File: config.mk
export PLATFORM = sky130hd
export DESIGN_NAME = display_module_parallel_port
export DESIGN_NICKNAME = d
export VERILOG_FILES = /design/src/core/pport_pkg.sv /design/src/core/display_module_parallel_port.sv
export SDC_FILE = /design/constraint.sdc
export NUM_CORES = 1
export LEC_CHECK = 0
export BUFFER_PORTS_ARGS = -buffer_cell sky130_fd_sc_hd__buf_2
export CAP_MARGIN = 30
export CORE_MARGIN = 3
export CORE_UTILIZATION = 46
export DETAILED_ROUTE_END_ITERATION = 8
export PLACE_DENSITY = 0.78
export SYNTH_ARGS = -nofsm -noshare
export SYNTH_HDL_FRONTEND = slang
export SYNTH_SLANG_ARGS = --single-unit
File: constraint.sdc
create_clock -name clock -period 2.93 [get_ports clock]
set_input_delay 0.1465 -clock clock [delete_from_list [all_inputs] [get_ports clock]]
set_output_delay 0.1465 -clock clock [all_outputs]
set_load 0.05 [all_outputs]
File: src/core/pport_pkg.sv
// Purpose: shared constants of the display module parallel port
// Assumes: 32-bit Avalon-MM register bus with byte addresses
// Notes: offsets are byte addresses, one aligned word per register

package pport_pkg;

    // ****************************************************************
    // register map
    // ****************************************************************
    localparam logic [31:0] command_offset = 32'h8003_0058;
    localparam logic [31:0] capture_offset = 32'h8003_005C;
    localparam logic [31:0] control_offset = 32'h8003_00F0;

    // ****************************************************************
    // field positions
    // ****************************************************************
    localparam int byte_lsb = 0;
    localparam int byte_msb = 7;
    localparam int read_select_bit = 8;
    localparam int preload_lsb = 16;
    localparam int preload_msb = 19;
    localparam int strobe_start_lsb = 20;
    localparam int strobe_start_msb = 23;
    localparam int enable_bit = 0;
    localparam int busy_bit = 1;

    // ****************************************************************
    // reset values
    // ****************************************************************
    localparam logic [31:0] command_reset = 32'h0000_0000;
    localparam logic [31:0] capture_reset = 32'h0000_0000;
    localparam logic [31:0] control_reset = 32'h0000_0000;

    // ****************************************************************
    // timing
    // ****************************************************************
    localparam logic [3:0] count_zero = 4'h0;
    localparam logic [3:0] count_step = 4'h1;

endpackage

File: src/core/display_module_parallel_port.sv
// Purpose: software driven 8-bit parallel port to a character display module
// Assumes: one 50 MHz clock, synchronous active high reset, Avalon-MM slave
// Notes: bus lines are the reused sync, blank and low pixel pins
//
// Contract
// command write starts one cycle; read-select 0 gives write, 1 gives read
// commands start cycles only while the port enable bit is set
// write data drive vsync, hsync, blank, pixel17/bias, pixel3..0, msb first
// strobe goes high when the down counter reaches the strobe start value
// in write cycles the data buffer enable rises with the strobe
// strobe drops before count zero; data stays driven through count zero
// each command loads the counter with the preload value, then counts down
// preload minus strobe start sets the setup time before strobe rises
// read cycles capture the eight lines on the strobe falling edge
// captured data are read only; writes never alter them
// reserved bits of both port registers carry no meaning when read
// after count zero the counter stops, buffer releases, port goes idle

`timescale 1ns/1ps

module display_module_parallel_port
(
    input wire logic clock,
    input wire logic srst,
    input wire logic [31:0] address,
    input wire logic read,
    input wire logic write,
    input wire logic [31:0] writedata,
    input wire logic [3:0] byteenable,
    output logic [31:0] readdata,
    output logic waitrequest,
    input wire logic [7:0] port_byte_in,
    output logic [7:0] port_byte_out,
    output logic port_byte_oe,
    output logic enable_strobe
);

    // ****************************************************************
    // helpers
    // ****************************************************************
    function automatic logic [31:0] merge_bytes(
        input logic [31:0] old_value,
        input logic [31:0] new_value,
        input logic [3:0] lanes
    );
        logic [31:0] result;
        result = old_value;
        for (int i = 0; i < 4; i++)
        begin
            if (lanes[i])
            begin
                result[i*8 +: 8] = new_value[i*8 +: 8];
            end
        end
        return result;
    endfunction

    // ****************************************************************
    // pin synchroniser
    // ****************************************************************
    logic [7:0] byte_meta;
    logic [7:0] byte_sync;

    always_ff @(posedge clock)
    begin
        if (srst)
        begin
            byte_meta <= 8'h00;
            byte_sync <= 8'h00;
        end
        else
        begin
            byte_meta <= port_byte_in;
            byte_sync <= byte_meta;
        end
    end

    // ****************************************************************
    // bus slave
    // ****************************************************************
    logic [31:0] command_reg;
    logic [31:0] capture_reg;
    logic port_enable;
    logic busy;
    logic is_read_cycle;
    logic [3:0] count;
    logic [7:0] captured_byte;
    logic hit_command;
    logic hit_capture;
    logic hit_control;
    logic stall;
    logic accept;
    logic write_done;
    logic start;
    logic [3:0] preload;
    logic [3:0] strobe_start;
    logic [31:0] next_readdata;
    logic [31:0] merged_command;

    assign merged_command = merge_bytes(command_reg, writedata, byteenable);
    assign hit_command = (address == pport_pkg::command_offset);
    assign hit_capture = (address == pport_pkg::capture_offset);
    assign hit_control = (address == pport_pkg::control_offset);
    // a second command must wait for the running cycle to finish
    assign stall = write && hit_command && busy;
    assign accept = (read || write) && waitrequest && !stall;
    assign write_done = write && !waitrequest;
    assign start = write_done && hit_command && port_enable && !busy; // see R1
    assign preload = capture_reg[pport_pkg::preload_msb:pport_pkg::preload_lsb];
    assign strobe_start = capture_reg[pport_pkg::strobe_start_msb:pport_pkg::strobe_start_lsb];

    always_comb
    begin
        next_readdata = 32'h0000_0000;
        // reserved bits read as zero
        if (hit_command)
        begin
            next_readdata[pport_pkg::byte_msb:pport_pkg::byte_lsb] = command_reg[7:0];
            next_readdata[pport_pkg::read_select_bit] = command_reg[pport_pkg::read_select_bit];
        end
        else if (hit_capture)
        begin
            next_readdata[pport_pkg::byte_msb:pport_pkg::byte_lsb] = captured_byte;
            next_readdata[pport_pkg::preload_msb:pport_pkg::preload_lsb] = preload;
            next_readdata[pport_pkg::strobe_start_msb:pport_pkg::strobe_start_lsb] = strobe_start;
        end
        else if (hit_control)
        begin
            next_readdata[pport_pkg::enable_bit] = port_enable;
            next_readdata[pport_pkg::busy_bit] = busy;
        end
    end

    always_ff @(posedge clock)
    begin
        if (srst)
        begin
            waitrequest <= 1'b1;
            readdata <= 32'h0000_0000;
        end
        else if (!waitrequest)
        begin
            waitrequest <= 1'b1;
        end
        else if (accept)
        begin
            waitrequest <= 1'b0;
            readdata <= next_readdata;
        end
    end

    always_ff @(posedge clock)
    begin
        if (srst)
        begin
            command_reg <= pport_pkg::command_reset;
            capture_reg <= pport_pkg::capture_reset;
            port_enable <= pport_pkg::control_reset[pport_pkg::enable_bit];
        end
        else if (write_done)
        begin
            if (hit_command)
            begin
                command_reg <= merged_command;
            end
            if (hit_capture)
            begin
                // every enabled byte lane is stored here; only the count fields take effect
                capture_reg <= merge_bytes(capture_reg, writedata, byteenable);
            end
            if (hit_control && byteenable[0])
            begin
                port_enable <= writedata[pport_pkg::enable_bit];
            end
        end
    end

    // ****************************************************************
    // cycle sequencer
    // ****************************************************************
    logic [3:0] next_count;
    logic next_busy;
    logic next_strobe;
    logic next_oe;
    logic next_is_read;

    always_comb
    begin
        next_count = count;
        next_busy = busy;
        next_is_read = is_read_cycle;
        if (start)
        begin
            next_count = preload;
            next_busy = 1'b1;
            next_is_read = merged_command[pport_pkg::read_select_bit];
        end
        else if (busy)
        begin
            if (count == pport_pkg::count_zero)
            begin
                next_busy = 1'b0;
            end
            else
            begin
                next_count = count - pport_pkg::count_step;
            end
        end
        // strobe covers counts strobe_start..1; setup is the gap from preload
        next_strobe = next_busy && (next_count <= strobe_start) && (next_count != pport_pkg::count_zero); // see R4
        // buffer follows the strobe and holds one more clock at count zero
        next_oe = next_busy && !next_is_read && (next_count <= strobe_start); // see R5
    end

    always_ff @(posedge clock)
    begin
        if (srst)
        begin
            count <= pport_pkg::count_zero;
            busy <= 1'b0;
            is_read_cycle <= 1'b0;
            enable_strobe <= 1'b0;
            port_byte_oe <= 1'b0;
        end
        else
        begin
            count <= next_count;
            busy <= next_busy;
            is_read_cycle <= next_is_read;
            enable_strobe <= next_strobe;
            port_byte_oe <= next_oe;
        end
    end

    always_ff @(posedge clock)
    begin
        if (srst)
        begin
            port_byte_out <= 8'h00;
        end
        else if (start)
        begin
            // bit 7 vsync, 6 hsync, 5 blank, 4 pixel17/bias, 3..0 pixels
            port_byte_out <= merged_command[pport_pkg::byte_msb:pport_pkg::byte_lsb];
        end
    end

    // ****************************************************************
    // read capture
    // ****************************************************************
    always_ff @(posedge clock)
    begin
        if (srst)
        begin
            captured_byte <= pport_pkg::capture_reset[7:0];
        end
        else if (busy && is_read_cycle && enable_strobe && !next_strobe)
        begin
            // lines seen two clocks late through the synchroniser
            captured_byte <= byte_sync; // see R9
        end
    end

    // ****************************************************************
    // checks
    // ****************************************************************
    a_start_loads_count:
    assert property (@(posedge clock) disable iff (srst)
        start |=> busy && count == $past(preload))
    else $error("counter not loaded with preload on command");

    a_disabled_no_cycle:
    assert property (@(posedge clock) disable iff (srst)
        (write_done && hit_command && !port_enable && !busy) |=> !busy)
    else $error("cycle started while port disabled");

    a_strobe_at_start:
    assert property (@(posedge clock) disable iff (srst)
        (busy && count <= strobe_start && count != 4'h0) |-> enable_strobe)
    else $error("strobe low inside its count window");

    a_buffer_with_strobe:
    assert property (@(posedge clock) disable iff (srst)
        ($rose(enable_strobe) && !is_read_cycle) |-> port_byte_oe)
    else $error("buffer enable did not rise with strobe");

    a_hold_one_clock:
    assert property (@(posedge clock) disable iff (srst)
        ($fell(enable_strobe) && busy && !is_read_cycle) |-> port_byte_oe && count == 4'h0 ##1 !port_byte_oe)
    else $error("write data hold clock missing");

    a_setup_gap:
    assert property (@(posedge clock) disable iff (srst)
        (start && preload > strobe_start) |=> !enable_strobe)
    else $error("strobe rose without setup gap");

    a_byte_on_lines:
    assert property (@(posedge clock) disable iff (srst)
        port_byte_oe |-> port_byte_out == command_reg[7:0])
    else $error("driven byte differs from command data");

    a_capture_on_fall:
    assert property (@(posedge clock) disable iff (srst)
        (busy && is_read_cycle && enable_strobe && !next_strobe) |=> captured_byte == $past(byte_sync))
    else $error("read data not captured on strobe fall");

    a_capture_read_only:
    assert property (@(posedge clock) disable iff (srst)
        (write_done && hit_capture && !(busy && is_read_cycle && enable_strobe)) |=> $stable(captured_byte))
    else $error("software write altered captured data");

    a_idle_after_zero:
    assert property (@(posedge clock) disable iff (srst)
        (busy && count == 4'h0 && !start) |=> !busy && !port_byte_oe && !enable_strobe)
    else $error("port not idle after zero count");

    a_read_never_drives:
    assert property (@(posedge clock) disable iff (srst)
        is_read_cycle |-> !port_byte_oe)
    else $error("buffer driven during read cycle");

endmodule

==> results_dict.tcl <==
set metrics [dict create \
    yosysSeqAreaShare_pct 39.5 \
    dp_hpwl_um 6600 \
    core-area_mm2 0.00793 \
    syn_area_mm2 0.00385 \
    rsz0062_at_grt "no" \
    cp-startpoint "count[0]$_SDFF_PP0_" \
    antenna_cells 0 \
    yosys.area.top_type "dfxtp_1" \
    p_seq_share_pct 48.5 \
    reg2reg_to "captured_byte[5]$_SDFFE_PP0P_" \
    synthSimpleGateAreaFrac_pct 28.5 \
    synth_compound_area_share_pct 8.93 \
    grt_pass1_vias 3158 \
    drc 0 \
    grt_pass1_wl_um 14900 \
    die_h_um 97.5 \
    p_leak_uw 0.00193 \
    die_area_mm2 0.00951 \
    num_vias 3232 \
    comb_power_share_pct 9.2 \
    post_drt_wl_per_cell_um 14.6 \
    dpl_cell_area_mm2 0.00438 \
    p_sw_uw 509 \
    fillers 693 \
    clkLatencyLatePin_ps 340 \
    synth_top_area_share_pct 39.5 \
    end_kind "flip-flop" \
    period_minus_slack_ps 2670 \
    switching_share_pct 23.6 \
    syn_inst 400 \
    skew_ps 11.2 \
    synth_area_per_cell_um2 9.63 \
    hold_path.startpoint "port_byte_in[2]" \
    rows 32 \
    worstHoldPathType "in -> reg" \
    clock.fmax_ghz 0.375 \
    setup_viol 0 \
    p_int_uw 1650 \
    clock_path_buffers 2 \
    largest_register_ff_count 17 \
    stdcell_area_mm2 0.00467 \
    worstSetupPathType "reg -> reg" \
    muxShareOfSynthArea_pct 14.7 \
    slew-limit-headroom_pct 42.1 \
    synth_seq_cells 76 \
    grt_overflow 0 \
    antenna_found_initial 0 \
    portBuffers 91 \
    cp.required_ps 3150 \
    clkTransAtPathRegs_ps 80 \
    htree_levels 3 \
    start_util_pct 48.6 \
    drt-pass1-iter-count 4 \
    worstReg2RegStart "count[0]$_SDFF_PP0_" \
    clockRootBuffer "clkbuf_8" \
    grtUsageTotal_pct 18.7 \
    clock-sinks 76 \
    post_route_cells_drive_above_1_share_pct 29.9 \
    finalNetCount 581 \
    die_x_um 97.5 \
    viasPerCell 5.36 \
    tightest_slew_ps 861 \
    cellPowerDensity_mw_per_mm2 462 \
    ir_drop_v 0.000306 \
    maxSlewViolCount 0 \
    synth.area.top_cells "dfxtp_1 (39%), mux2i_1 (13%), nor2b_1 (4.4%), nand2b_1 (3.4%), buf_4 (3.3%)" \
    min_period_over_period_pct 91.1 \
    grt_max_degree 47 \
    synth_top_family_by_area "simple AND/OR/NAND/NOR gates" \
    cp_max_fo 10 \
    hold_violations 0 \
    cts_buffers 9 \
    p_clk_share_pct 42.3 \
    tritoncts "done" \
    area_growth_pct 21.1 \
    finalSetupTns_ps 0 \
    gp_congestion 0.966 \
    ant_nets 0 \
    ys_types 48 \
    yosysWarningCount 0 \
    synth_xor_area_share_pct 0.227 \
    drt_iter0_markers 172 \
    arrival_ps 2890 \
    status "complete, no violations" \
    reg2reg_depth 13 \
    synth_adder_area_share_pct 1.62 \
    reg2reg_slack_ps 260 \
    critPathCapture "captured_byte[5]$_SDFFE_PP0P_" \
    worstSetupStartpointType "flip-flop" \
    cap_violations 0 \
    ioPinCount 123 \
    totalWireLength_um 8830 \
    post-cts-setup-buffers 0 \
]
==> layout make-up <==
type	count	area (µm²)	share of cell area, %
Clock buffer	11	151	3.24
Clock inverter	5	82.6	1.77
Inverter	10	37.5	0.804
Multi-Input combinational cell	292	2160	46.3
Sequential cell	76	1520	32.6
Tap cell	102	128	2.73
Timing Repair Buffer	107	586	12.5
==> timing repair <==
item | in CTS | in global routing
endpoints found under the hold margin | 4 | 0
hold buffers | 4 | 0
endpoints found under the setup margin | 0 | 9
gates resized for setup | 0 | 3
==> per-layer routing <==
layer | share of wire, % | global-route usage [%] | vias up
li1 | - | - | 1587
met1 | 44 | 23.4 | 1506
met2 | 48 | 31.5 | 124
met3 | 6.1 | 4.38 | 15
met4 | 1.9 | 6.60 | 0
met5 | 0 | 0 | -
==> critical path: stages (launching register included) <==
cell	delay, ps
dfxtp_1	360
inv_1	80
ha_1	200
inv_1	90
o31ai_4	200
nor2_1	60
a211o_1	280
nand2_1	80
ha_1	240
nor2b_1	140
o211a_1	210
o21a_2	290
a22oi_1	220
nand3_1	110
==> how the worst min path moves through the flow <==
stage                                    to  slack (ps)  cells after the start
floorplan           byte_meta[0]$_SDFF_PP0_         270                      1
global placement    byte_meta[0]$_SDFF_PP0_         350                      2
detailed placement  byte_meta[0]$_SDFF_PP0_         360                      2
CTS                 byte_meta[2]$_SDFF_PP0_           1                      2
global route        byte_meta[6]$_SDFF_PP0_          20                      2
finish              byte_meta[2]$_SDFF_PP0_          20                      2
==> metrics by stage <==
stage	cells	total power [µW]	util (%)	hold WS, ps	setup slack [ps]
6_report	603	2160	58.9	19.5	261
5_1_grt	603	2230	58.9	21.9	45.6
4_1_cts	603	2180	58.7	1.39	127
3_5_place_dp	583	1260	55.2	358	91.6
3_3_place_gp	583	1260	55.2	353	133
2_1_floorplan	414	1210	-	275	71.2
==> kinds of logic (layout without fill, tap and decap cells) <==
| group | count (synthesis) | count (layout) |
|---|---|---|
| AOI/OAI and AO/OA | 42 | 42 |
| adders and majority gates | 5 | 5 |
| other | 1 | 15 |
| xor gates and xnor gates | 1 | 1 |
| muxes | 56 | 56 |
| buffers and inverters | 46 | 133 |
| and+or+nand+nor | 173 | 173 |
| DFF | 76 | 76 |
==> placed cells by master (no fill, tap or decap), drive strengths merged, types with 8 or more instances in the layout <==
cell type / synthesis / final
nand2: 26 / 26
nor2: 33 / 33
o211ai: 8 / 8
clkbuf: 14 / 11
dfxtp: 76 / 76
nor4b: 9 / 9
nor4: 14 / 14
nor2b: 27 / 27
a211oi: 10 / 10
nand2b: 21 / 21
conb: 1 / 15
inv: 10 / 11
nor3b: 9 / 9
mux2i: 50 / 50
a22oi: 8 / 8
nand3: 21 / 21
buf: 22 / 103
==> synthesized netlist by cell type, drive strengths merged <==
cell type	n
nor4bb	1
o21ai	4
nor4	14
a22oi	8
nand2b	21
and4b	1
and4bb	2
nand4	3
a21o	1
and3	2
clkbuf	14
buf	22
nand3	21
nand2	26
a211o	1
conb	1
nor3b	9
xnor2	1
o211a	1
a211oi	10
a41oi	2
o211ai	8
inv	10
mux2	6
o31ai	1
nor4b	9
nor3	2
a21oi	4
o21a	1
nand4b	1
nor2	33
ha	5
dfxtp	76
nor2b	27
mux2i	50
and4	1
a41o	1
==> power groups by stage <==
stage          logic, µW  registers [µW]  clock network (µW)
3_5_place_dp         193            1070                   0
2_1_floorplan        135            1070                   0
4_1_cts              198            1050                 933
3_3_place_gp         189            1070                   0
5_1_grt              211            1050                 972
6_report             198            1050                 912
(Power assumes the default switching activity.)
